==> src/mcs_params.svh <==
// Purpose: constants of the motor comparator sampling stage
// Assumes: 10 MHz clock, 32-bit AXI4-Lite register bus
// Notes: definitions only
`ifndef MCS_PARAMS_SVH
`define MCS_PARAMS_SVH

`define MCS_CLK_PERIOD_NS 100
`define MCS_STARTUP_NS 3000
`define MCS_STARTUP_CYC \
  ((`MCS_STARTUP_NS + `MCS_CLK_PERIOD_NS - 1) / `MCS_CLK_PERIOD_NS)
`define MCS_TACHO_PIPE 3
`define MCS_CAPT_PIPE 2
`define MCS_DIV_BASE 6'h04

`define MCS_OFS_CTRL 8'h00
`define MCS_OFS_MASK 8'h04
`define MCS_OFS_STATUS 8'h08
`define MCS_OFS_STATE 8'h0C
`define MCS_OFS_ZCAP 8'h10
`define MCS_OFS_DCAP 8'h14
`define MCS_OFS_TCAP 8'h18

`define MCS_CTRL_W 18
`define MCS_CTRL_RST 18'h00000
`define MCS_EVT_W 3
`define MCS_MASK_RST 3'h0
`define MCS_ST_Z 0
`define MCS_ST_D 1
`define MCS_ST_T 2

`define MCS_RESP_OKAY 2'h0
`define MCS_RESP_SLVERR 2'h2

`endif

==> src/mcs_pkg.sv <==
// Purpose: types of the motor comparator sampling stage
// Assumes: control word layout as in mcs_params.svh
// Notes: mode codes follow declaration order
package mcs_pkg;
  typedef enum logic [1:0] {
    mcs_mode_offtime,
    mcs_mode_scf,
    mcs_mode_ondelay,
    mcs_mode_tacho
  } mcs_mode_t;

  typedef struct packed {
    logic [7:0] ds;
    logic demag_sel;
    logic dac_en;
    logic cke;
    logic [2:0] vr;
    logic [1:0] scf;
    mcs_mode_t mode;
  } mcs_ctrl_t;
endpackage

==> src/mcs_sync.sv <==
// Purpose: two-stage synchroniser for asynchronous levels
// Assumes: input may change at any time
// Notes: the first stage is read only by the second
module mcs_sync #(
  parameter int W = 1
) (
  // Clock and reset
  input wire logic clk,
  input wire logic rst,
  // Level in and out
  input wire logic [W-1:0] d,
  output logic [W-1:0] q
);
  typedef struct packed {
    logic [W-1:0] ff1;
    logic [W-1:0] ff2;
  } mcs_sync_t;

  mcs_sync_t s_reg;
  mcs_sync_t s_next;

  always_comb begin
    s_next = s_reg;
    s_next.ff1 = d;
    s_next.ff2 = s_reg.ff1;
  end

  always_ff @(posedge clk or posedge rst) begin
    if (rst) begin
      s_reg <= '0;
    end else begin
      s_reg <= s_next;
    end
  end

  assign q = s_reg.ff2;
endmodule

==> src/mcs_scf_div.sv <==
// Purpose: sampling clock divider giving a one-cycle tick
// Assumes: code 0..3 selects divide by 4, 8, 16, 32
// Notes: held in reset while disabled so the phase is known
module mcs_scf_div (
  // Clock and reset
  input wire logic clk,
  input wire logic rst,
  // Control
  input wire logic en,
  input wire logic [1:0] scf,
  // Tick out
  output logic tick
);
  `include "mcs_params.svh"

  typedef struct packed {
    logic [4:0] cnt;
    logic tick;
  } mcs_div_t;

  mcs_div_t d_reg;
  mcs_div_t d_next;
  logic [5:0] div;
  logic [4:0] last;

  assign div = `MCS_DIV_BASE << scf;
  assign last = 5'(div - 6'h01);

  always_comb begin
    d_next = d_reg;
    d_next.tick = 1'b0;
    if (!en) begin
      d_next.cnt = 5'h00;
    end else if (d_reg.cnt == last) begin
      d_next.cnt = 5'h00;
      d_next.tick = 1'b1;
    end else begin
      d_next.cnt = 5'(d_reg.cnt + 5'h01);
    end
  end

  always_ff @(posedge clk or posedge rst) begin
    if (rst) begin
      d_reg <= '0;
    end else begin
      d_reg <= d_next;
    end
  end

  assign tick = d_reg.tick;
endmodule

==> src/mcs_motor_sampler.sv <==
// Purpose: digital sampling stage behind the rotor position comparator
// Assumes: phase outputs and rotor sense are synchronous to clk
// Notes: comparator output is asynchronous and is synchronised here
`include "mcs_params.svh"

// Contract
// - Tacho mode captures the timer four cycles after rotor sense toggles.
// - Off-time sampling captures timer into zero-cross register three cycles later.
// - Off-time sampling updates the sampled state one cycle after phase on.
// - Sampling-clock mode raises zero-cross within one period plus three cycles.
// - Demag event captures timer three cycles after the sampling moment.
// - On-time sampling updates state after programmed delay plus one cycle.
// - After comparator enable, wait about three microseconds before sampling.
// - Three-bit code selects reference fraction 0.04 up to 0.7 of supply.
// - Divider code 0..3 gives quarter to thirty-second of the clock.
module mcs_motor_sampler
  import mcs_pkg::*;
#(
  parameter int TW = 16,
  parameter int STARTUP_CYC = `MCS_STARTUP_CYC
) (
  // Clock and reset
  input wire logic clk,
  input wire logic rst,
  // AXI4-Lite write
  input wire logic [7:0] s_axi_awaddr,
  input wire logic s_axi_awvalid,
  output logic s_axi_awready,
  input wire logic [31:0] s_axi_wdata,
  input wire logic [3:0] s_axi_wstrb,
  input wire logic s_axi_wvalid,
  output logic s_axi_wready,
  output logic [1:0] s_axi_bresp,
  output logic s_axi_bvalid,
  input wire logic s_axi_bready,
  // AXI4-Lite read
  input wire logic [7:0] s_axi_araddr,
  input wire logic s_axi_arvalid,
  output logic s_axi_arready,
  output logic [31:0] s_axi_rdata,
  output logic [1:0] s_axi_rresp,
  output logic s_axi_rvalid,
  input wire logic s_axi_rready,
  // Comparator and motor side
  input wire logic comp_out,
  input wire logic rotor_sense_input,
  input wire logic [5:0] phase_drive_output,
  input wire logic [TW-1:0] commutation_timer,
  // Analog controls and status
  output logic [2:0] ref_threshold_sel,
  output logic [9:0] ref_permille,
  output logic comp_clk_en,
  output logic ref_dac_en,
  output logic sampled_comparator_state,
  output logic sampling_ready,
  output logic zero_cross_event,
  output logic demag_event,
  output logic irq
);
  localparam int SUW = $clog2(STARTUP_CYC + 1);

  typedef struct packed {
    mcs_ctrl_t ctrl;
    logic [2:0] mask;
    logic [2:0] sts;
    logic irq;
    logic [SUW-1:0] su_cnt;
    logic ready;
    logic pdo_any;
    logic rs_prev;
    logic state_bit;
    logic [`MCS_CAPT_PIPE-1:0] cap_pipe;
    logic [`MCS_TACHO_PIPE-1:0] tach_pipe;
    logic [7:0] dly;
    logic dly_run;
    logic [TW-1:0] zcap;
    logic [TW-1:0] dcap;
    logic [TW-1:0] tcap;
    logic z_evt;
    logic d_evt;
    logic [9:0] ref_pm;
    logic [7:0] awaddr;
    logic aw_full;
    logic [31:0] wdata;
    logic [3:0] wstrb;
    logic w_full;
    logic awready;
    logic wready;
    logic bvalid;
    logic [1:0] bresp;
    logic arready;
    logic rvalid;
    logic [31:0] rdata;
    logic [1:0] rresp;
  } mcs_core_t;

  mcs_core_t q;
  mcs_core_t n;
  logic comp_s;
  logic tick;
  logic pdo_on;
  logic smp;
  logic tach_tog;
  logic [2:0] ev;

  function automatic logic [31:0] mcs_merge(input logic [31:0] old,
      input logic [31:0] d, input logic [3:0] be);
    logic [31:0] r;
    r = old;
    for (int i = 0; i < 4; i++) begin
      if (be[i]) begin
        r[8*i +: 8] = d[8*i +: 8];
      end
    end
    return r;
  endfunction

  // Reference fraction of supply in thousandths; code 111 is unused
  function automatic logic [9:0] mcs_ref_pm(input logic [2:0] code);
    logic [9:0] r;
    r = 10'h000;
    case (code)
      3'h0: r = 10'h028;
      3'h1: r = 10'h078;
      3'h2: r = 10'h0C8;
      3'h3: r = 10'h12C;
      3'h4: r = 10'h190;
      3'h5: r = 10'h1F4;
      3'h6: r = 10'h2BC;
      default: r = 10'h000;
    endcase
    return r;
  endfunction

  mcs_sync #(.W(1)) u_comp_sync (
    .clk(clk),
    .rst(rst),
    .d(comp_out),
    .q(comp_s)
  );

  mcs_scf_div u_div (
    .clk(clk),
    .rst(rst),
    .en(q.ready),
    .scf(q.ctrl.scf),
    .tick(tick)
  );

  assign pdo_on = (|phase_drive_output) && !q.pdo_any;
  assign tach_tog = q.ready && (q.ctrl.mode == mcs_mode_tacho) &&
                    (rotor_sense_input != q.rs_prev);

  // Sampling moment per mode, blocked until the start-up wait ends
  always_comb begin
    smp = 1'b0;
    case (q.ctrl.mode)
      mcs_mode_offtime: smp = pdo_on;
      mcs_mode_scf: smp = tick;
      mcs_mode_ondelay: begin
        if (q.ctrl.ds == 8'h00) begin
          smp = pdo_on;
        end else begin
          smp = q.dly_run && (q.dly == 8'h01) && !pdo_on;
        end
      end
      default: smp = 1'b0;
    endcase
    smp = smp && q.ready;
  end

  always_comb begin
    n = q;
    ev = 3'h0;
    n.z_evt = 1'b0;
    n.d_evt = 1'b0;
    n.pdo_any = |phase_drive_output;
    n.rs_prev = rotor_sense_input;

    // Start-up filter restarts whenever both enables drop
    if (!(q.ctrl.cke || q.ctrl.dac_en)) begin
      n.su_cnt = '0;
      n.ready = 1'b0;
    end else if (!q.ready) begin
      if (q.su_cnt == SUW'(STARTUP_CYC - 1)) begin
        n.ready = 1'b1;
      end else begin
        n.su_cnt = SUW'(q.su_cnt + 1'b1);
      end
    end

    // On-time delay counter, reloaded at every phase turn-on
    if (pdo_on) begin
      n.dly = q.ctrl.ds;
      n.dly_run = (q.ctrl.ds != 8'h00);
    end else if (q.dly_run) begin
      n.dly = 8'(q.dly - 8'h01);
      n.dly_run = (q.dly != 8'h01);
    end

    n.cap_pipe = {q.cap_pipe[0], smp && (comp_s != q.state_bit)};
    if (smp) begin
      n.state_bit = comp_s;
    end
    if (q.cap_pipe[`MCS_CAPT_PIPE-1]) begin
      if (q.ctrl.demag_sel) begin
        n.dcap = commutation_timer;
        n.d_evt = 1'b1;
        ev[`MCS_ST_D] = 1'b1;
      end else begin
        n.zcap = commutation_timer;
        n.z_evt = 1'b1;
        ev[`MCS_ST_Z] = 1'b1;
      end
    end

    n.tach_pipe = {q.tach_pipe[`MCS_TACHO_PIPE-2:0], tach_tog};
    if (q.tach_pipe[`MCS_TACHO_PIPE-1]) begin
      n.tcap = commutation_timer;
      ev[`MCS_ST_T] = 1'b1;
    end

    // Write channel: address and data taken in either order
    if (s_axi_awvalid && q.awready) begin
      n.awaddr = s_axi_awaddr;
      n.aw_full = 1'b1;
    end
    if (s_axi_wvalid && q.wready) begin
      n.wdata = s_axi_wdata;
      n.wstrb = s_axi_wstrb;
      n.w_full = 1'b1;
    end
    if (q.bvalid && s_axi_bready) begin
      n.bvalid = 1'b0;
    end
    if (q.aw_full && q.w_full && !q.bvalid) begin
      n.aw_full = 1'b0;
      n.w_full = 1'b0;
      n.bvalid = 1'b1;
      n.bresp = `MCS_RESP_OKAY;
      if (q.awaddr == `MCS_OFS_CTRL) begin
        n.ctrl = mcs_ctrl_t'(mcs_merge(32'(q.ctrl), q.wdata,
                                       q.wstrb));
      end else if (q.awaddr == `MCS_OFS_MASK) begin
        if (q.wstrb[0]) begin
          n.mask = q.wdata[2:0];
        end
      end else if (q.awaddr == `MCS_OFS_STATUS ||
                   q.awaddr == `MCS_OFS_STATE ||
                   q.awaddr == `MCS_OFS_ZCAP ||
                   q.awaddr == `MCS_OFS_DCAP ||
                   q.awaddr == `MCS_OFS_TCAP) begin
        n.bresp = `MCS_RESP_OKAY;
      end else begin
        n.bresp = `MCS_RESP_SLVERR;
      end
    end
    n.awready = !n.aw_full;
    n.wready = !n.w_full;

    // Read channel; a status read clears it, new events still land
    if (q.rvalid && s_axi_rready) begin
      n.rvalid = 1'b0;
    end
    if (s_axi_arvalid && q.arready) begin
      n.rvalid = 1'b1;
      n.rresp = `MCS_RESP_OKAY;
      n.rdata = 32'h0000_0000;
      if (s_axi_araddr == `MCS_OFS_CTRL) begin
        n.rdata = 32'(q.ctrl);
      end else if (s_axi_araddr == `MCS_OFS_MASK) begin
        n.rdata = {29'h0, q.mask};
      end else if (s_axi_araddr == `MCS_OFS_STATUS) begin
        n.rdata = {29'h0, q.sts};
        n.sts = 3'h0;
      end else if (s_axi_araddr == `MCS_OFS_STATE) begin
        n.rdata = {29'h0, comp_s, q.ready, q.state_bit};
      end else if (s_axi_araddr == `MCS_OFS_ZCAP) begin
        n.rdata = 32'(q.zcap);
      end else if (s_axi_araddr == `MCS_OFS_DCAP) begin
        n.rdata = 32'(q.dcap);
      end else if (s_axi_araddr == `MCS_OFS_TCAP) begin
        n.rdata = 32'(q.tcap);
      end else begin
        n.rresp = `MCS_RESP_SLVERR;
      end
    end
    n.arready = !n.rvalid;

    n.sts = n.sts | ev;
    n.irq = |(n.sts & n.mask);
    n.ref_pm = mcs_ref_pm(n.ctrl.vr);
  end

  always_ff @(posedge clk or posedge rst) begin
    if (rst) begin
      q <= '0;
      q.ctrl <= mcs_ctrl_t'(`MCS_CTRL_RST);
      q.mask <= `MCS_MASK_RST;
      q.ref_pm <= 10'h028;
    end else begin
      q <= n;
    end
  end

  assign s_axi_awready = q.awready;
  assign s_axi_wready = q.wready;
  assign s_axi_bresp = q.bresp;
  assign s_axi_bvalid = q.bvalid;
  assign s_axi_arready = q.arready;
  assign s_axi_rdata = q.rdata;
  assign s_axi_rresp = q.rresp;
  assign s_axi_rvalid = q.rvalid;
  assign ref_threshold_sel = q.ctrl.vr;
  assign ref_permille = q.ref_pm;
  assign comp_clk_en = q.ctrl.cke;
  assign ref_dac_en = q.ctrl.dac_en;
  assign sampled_comparator_state = q.state_bit;
  assign sampling_ready = q.ready;
  assign zero_cross_event = q.z_evt;
  assign demag_event = q.d_evt;
  assign irq = q.irq;

  // Helper counters read only by the checks below
  logic [7:0] h_since_on;
  logic [5:0] h_gap;
  always_ff @(posedge clk or posedge rst) begin
    if (rst) begin
      h_since_on <= 8'h00;
      h_gap <= 6'h00;
    end else begin
      h_since_on <= pdo_on ? 8'h01 : 8'(h_since_on + 8'h01);
      h_gap <= tick ? 6'h01 : 6'(h_gap + 6'h01);
    end
  end
endmodule

==> config.mk <==
export PLATFORM = sky130hd
export DESIGN_NAME = mcs_motor_sampler
export DESIGN_NICKNAME = d
export VERILOG_FILES = /design/src/mcs_pkg.sv /design/src/mcs_sync.sv /design/src/mcs_scf_div.sv /design/src/mcs_motor_sampler.sv
export VERILOG_INCLUDE_DIRS = /design/src
export SDC_FILE = /design/constraint.sdc
export NUM_CORES = 1
export LEC_CHECK = 0
export BUFFER_PORTS_ARGS = -buffer_cell sky130_fd_sc_hd__buf_2
export CAP_MARGIN = 20
export CELL_PAD_IN_SITES_DETAIL_PLACEMENT = 2
export CELL_PAD_IN_SITES_GLOBAL_PLACEMENT = 2
export CORE_MARGIN = 2
export CORE_UTILIZATION = 36
export DETAILED_ROUTE_END_ITERATION = 10
export MAX_ROUTING_LAYER = met4
export PLACE_DENSITY = 0.85
export SLEW_MARGIN = 20
export SYNTH_ARGS = -nofsm -noshare
export SYNTH_HDL_FRONTEND = slang
export SYNTH_SLANG_ARGS = --single-unit
==> constraint.sdc <==
create_clock -name clk -period 5.7 [get_ports clk]
set_input_delay 0.57 -clock clk [delete_from_list [all_inputs] [get_ports clk]]
set_output_delay 0.57 -clock clk [all_outputs]
set_load 0.1 [all_outputs]
; ---- After elaboration in Yosys (flattened, before gate mapping)
; Cells that the tools add are included.
[classes]
n_addsub = 4
eq_ne = 29
shifts = 1
n_mux = 53
n_bitwise = 3
reduce_logical = 41
[ops]
columns = cell, n
row1 = $mux 16, 6
row2 = $pmux 10 s7, 1
row3 = $eq 8x5->1 const B, 6
row4 = $mux 35, 1
row5 = $eq 8x4->1 const B, 4
row6 = $logic_not 8->1, 3
row7 = $mux 2, 12
row8 = $mux 3, 8
row9 = $mux 18, 1
row10 = $mux 9, 2
row11 = $eq 8x3->1 const B, 2
row12 = $mux 5, 3
row13 = $logic_and 1x1->1, 14
row14 = $mux 7, 2
row15 = $mux 1, 13
row16 = $mux 6, 2
row17 = $add 5x1->5 const B, 2
row18 = $mux 10, 1
row19 = $eq 3x3->1 const B, 3
row20 = $reduce_and 3->1, 3
row21 = $eq 8x1->1 const B, 1
row22 = $ne 8x1->1 const B, 1
row23 = $reduce_bool 8->1, 1
row24 = $sub 8x1->8 const B, 1
row25 = 22 further kinds, 38
[totals]
ff_bits = 188
inputBits = 83
out_inout_bits = 61
word_cells = 174

; ---- Longest topological paths before layout
[logic_depth]
ltp_word = 10
mapped_depth = 7
ltp_nobuf = 6

; ---- Cells and area by module
; A second synthesis with hierarchy kept.
[hier_totals]
hier_cells = 690
hier_area_um2 = 7771.2
[by_module_without_submodules]
columns = mod, instances, cells_each, area_per_inst_um2, seq_area_each_um2
row1 = mcs_motor_sampler, 1, 660, 7407.1, 4056.4
row2 = mcs_scf_div, 1, 27, 310.3, 150.1
row3 = mcs_sync, 1, 3, 53.8, 50.0

; ---- Least setup slack after synthesis
; No wires, ideal clock.
[synth_timing]
kind = register -> register
start = register q (netlist bit s_axi_bvalid)
end = register q (netlist bit irq)
setup_time_ns = 0.127
arrival_time_ns = 2.281
required_time_ns = 5.573
path_slack_ns = 3.292
path_stages_with_launch = 6
n_path_buf = 0
synth_period_minus_slack_ns = 2.408
cell_sequence = dfrtp_1 nand3b_1 nor4_2 mux2_2 a222oi_1 inv_1
[synth_lines]
columns = element, line
row1 = start: declaration, mcs_motor_sampler.sv:97  ; mcs_core_t q;
row2 = start signal: assignment, mcs_motor_sampler.sv:302  ; q <= n;

==> flow_metrics.py <==
metrics = {
    "yosys": {
        "synth_fa_ha_area_share_pct": 0.816,
        "synth_seq_area_share_pct": 55.5,
        "muxShareOfSynthArea_pct": 12.2,
        "synthXorXnorAreaFrac_pct": 1.94,
        "synth_ff_type": "dfrtp_1",
        "post-synth-top-area-cell": "dfrtp_1",
        "yosys.area.top_type_share_pct": 54.9,
        "ys_seq_elements": 170,
        "synth-edff-count": 0,
        "yosys.area_share.simple_pct": 10.2,
        "yosysWarnings": 0,
        "async_reset_ff_share_pct": 100,
        "synth_top_family_by_area": "multiplexers",
        "synth-compound-area-share_pct": 11.1,
        "synth.distinct_cells": 55,
        "syn_area_mm2": 0.00766,
        "postSynthCellCount": 681,
        "netlist_top_cells_area": "dfrtp_1 (55%), mux2_2 (11%), buf_4 (4.9%)",
        "avgSynthCellArea_um2": 11.3,
    },
    "clock_network": {
        "clk_path_buf_depth": 2,
        "cts_sinks": 170,
        "holdBufCountCts": 0,
        "numCtsBuffers": 17,
        "clock_latency_ns": 0.43,
        "clkSlewWorstSetupHoldPaths_ns": 0.07,
        "cts_tree": "yes",
        "post-cts-setup-buffer-count": 0,
        "clk_root_buffer_cell": "clkbuf_16",
        "htreeDepth": 4,
        "cts_resized": 0,
    },
    "grt": {
        "grt_pass1_vias": 6061,
        "groute.usage.overall_pct": 20.8,
        "antenna_found_initial": 2,
        "overflow": 0,
        "grt_max_degree": 91,
        "grt_pass1_wl_um": 34200,
    },
    "setup_path": {
        "startpoint_type": "flop",
        "path_class": "reg2reg",
        "cpLargestDelayFamily": "simple AND/OR/NAND/NOR gates",
        "cp.required_ns": 6.01,
        "startpoint": "q[84]",
        "r2r-end": "irq",
        "slowest_stage": "or4_4",
        "cp_num_buf_inv": 1,
        "crit_path_end": "irq",
        "r2r_start": "q[84]",
        "worstPathCellList": "or4_4, nor4_2, mux2_2, a222oi_1, inv_1",
        "crit_fanout": 3,
        "r2r_setup_slack_ns": 3.29,
        "crit_path_end_kind": "flop",
        "critPathArrivalTime_ns": 2.72,
        "slowest_delay_ns": 0.59,
        "ff2ff_path_depth": 5,
        "cp_num_cells": 5,
    },
    "placement": {
        "dpl.hpwl_um": 14600,
        "routabilityCongestion": 0.836,
        "io_buffers": 110,
        "place_inst": 1007,
    },
    "pwr": {
        "p_per_area_mw_per_mm2": 417,
        "power.leakage_nw": 4.09,
        "ir_drop_mv": 0.143,
    },
    "drt": {
        "drtIter0Drc": 241,
        "vias": 5398,
        "dr.pass1.iters": 5,
        "postRouteAntennaNets": 0,
        "wl_per_cell_um": 20.8,
        "wirelength_um": 21700,
        "avgViaCountPerCell": 5.19,
        "drc": 0,
    },
    "sta": {
        "hold_violations": 0,
        "clock_skew_ns": 0.0134,
        "fin_tns_setup_ns": 0,
        "rsz0062_at_grt": "no",
        "worst_slew_pin_slew_ns": 0.970,
        "slew_headroom_pct": 35.3,
        "max_freq_mhz": 414,
        "post-route-min-period_ns": 2.41,
        "period_share_pct": 42.3,
        "setup_viol": 0,
        "slew_violations": 0,
    },
    "floorplanning": {
        "die_w_um": 150,
        "std_cell_rows": 53,
        "start_util_pct": 36.6,
        "dieArea_mm2": 0.0225,
        "fp.coreArea_mm2": 0.0210,
        "die_h_um": 150,
        "ios": 144,
    },
    "run": {
        "max_cap_viol_count": 0,
    },
    "status": {
        "status": "finished clean",
    },
    "finish": {
        "layout.cells.non_filler": 1041,
        "final_cell_mix": "dfrtp_1 (168), buf_2 (110), nand2_1 (83), mux2_2 (77), o21ai_0 (69)",
        "finalNetCount": 839,
        "regMostFlops": "q",
        "area_growth_pct": 14.8,
        "seq_area_mm2": 0.00426,
        "fillCellCount": 2217,
        "largest_reg_flops": 116,
        "final_common_cell": "dfrtp_1",
        "drive_gt1_share_pct": 33.0,
        "multi_input_area_mm2": 0.00286,
    },
    "worst_hold_path": {
        "hp-class": "in2reg",
    },
}
-- worst min-delay path by stage --
| stage | to | start | cells past startpoint | slack, ns |
|---|---|---|---|---|
| after floorplan | n[158] | n[157] | 0 | 0.33 |
| after global placement | n[158] | n[157] | 0 | 0.33 |
| after detailed placement | q[158] | n[158] | 0 | 0.35 |
| after CTS | u_comp_sync.s_next[0] | comp_out | 1 | 0.25 |
| after global routing | u_comp_sync.s_next[0] | comp_out | 1 | 0.25 |
| final | u_comp_sync.s_next[0] | comp_out | 1 | 0.27 |
-- power breakdown --
group | leakage [nW] | switching (mW) | internal [mW] | total [mW]
clock | 0.286 | 0.499 | 0.705 | 1.20
combinational | 1.67 | 0.593 | 0.273 | 0.866
sequential | 2.13 | 0.185 | 1.41 | 1.60
-- stage by stage --
step                cell area (µm²)  utilization, %  worst slack, ns  hold WS, ns  power, mW
finish                         8790            42.0             3.29        0.267       3.67
global route                   8790            42.0             3.20        0.251       3.84
global placement               8170            39.0             3.13        0.334       2.42
floorplan                      7730               -            0.530        0.331       2.28
CTS                            8790            41.9             3.25        0.253       3.70
detailed placement             8170            39.0             3.01        0.349       2.47
-- cell type report --
| type | count | share of cell area, % |
|---|---|---|
| Clock buffer | 19 | 5.04 |
| Multi-Input combinational cell | 413 | 32.5 |
| Antenna cell | 2 | 0.0569 |
| Timing Repair Buffer | 114 | 6.60 |
| Sequential cell | 170 | 48.4 |
| Inverter | 35 | 1.55 |
| Tap cell | 275 | 3.91 |
| Clock inverter | 13 | 1.92 |
-- cell usage after synthesis (3+ instances only) --
library cell,count
dfrtp_1,168
nand2_1,84
mux2_2,77
o21ai_0,69
buf_4,50
inv_1,35
nor2_1,25
clkbuf_1,24
a22oi_1,14
o221a_2,14
a21oi_1,10
xnor2_1,10
mux2i_1,7
xor2_1,7
nand2b_1,6
nand3_1,6
nor3_1,6
ha_1,5
and2_1,4
o211ai_1,4
buf_1,3
buf_2,3
o221ai_1,3
or4_1,3
-- metal layers --
| metal | vias to the layer above | part of all wire, % | track usage [%] |
|---|---|---|---|
| met1 | 2833 | 43 | 25.6 |
| met2 | 112 | 52 | 34.8 |
| met4 | 0 | 1.5 | 6.27 |
| li1 | 2435 | - | - |
| met5 | - | 0 | - |
| met3 | 18 | 3.2 | 3.87 |
-- logic make-up after synthesis --
kind of cell | Yosys count
adder cells (fa/ha/maj) | 5
other | 1
AO/OA/AOI/OAI | 131
AND/OR/NAND/NOR | 158
XOR/XNOR | 17
multiplexers | 84
flip-flops | 170
buffers and inverters | 115
Note: power is estimated with default switching activity, not from simulation.
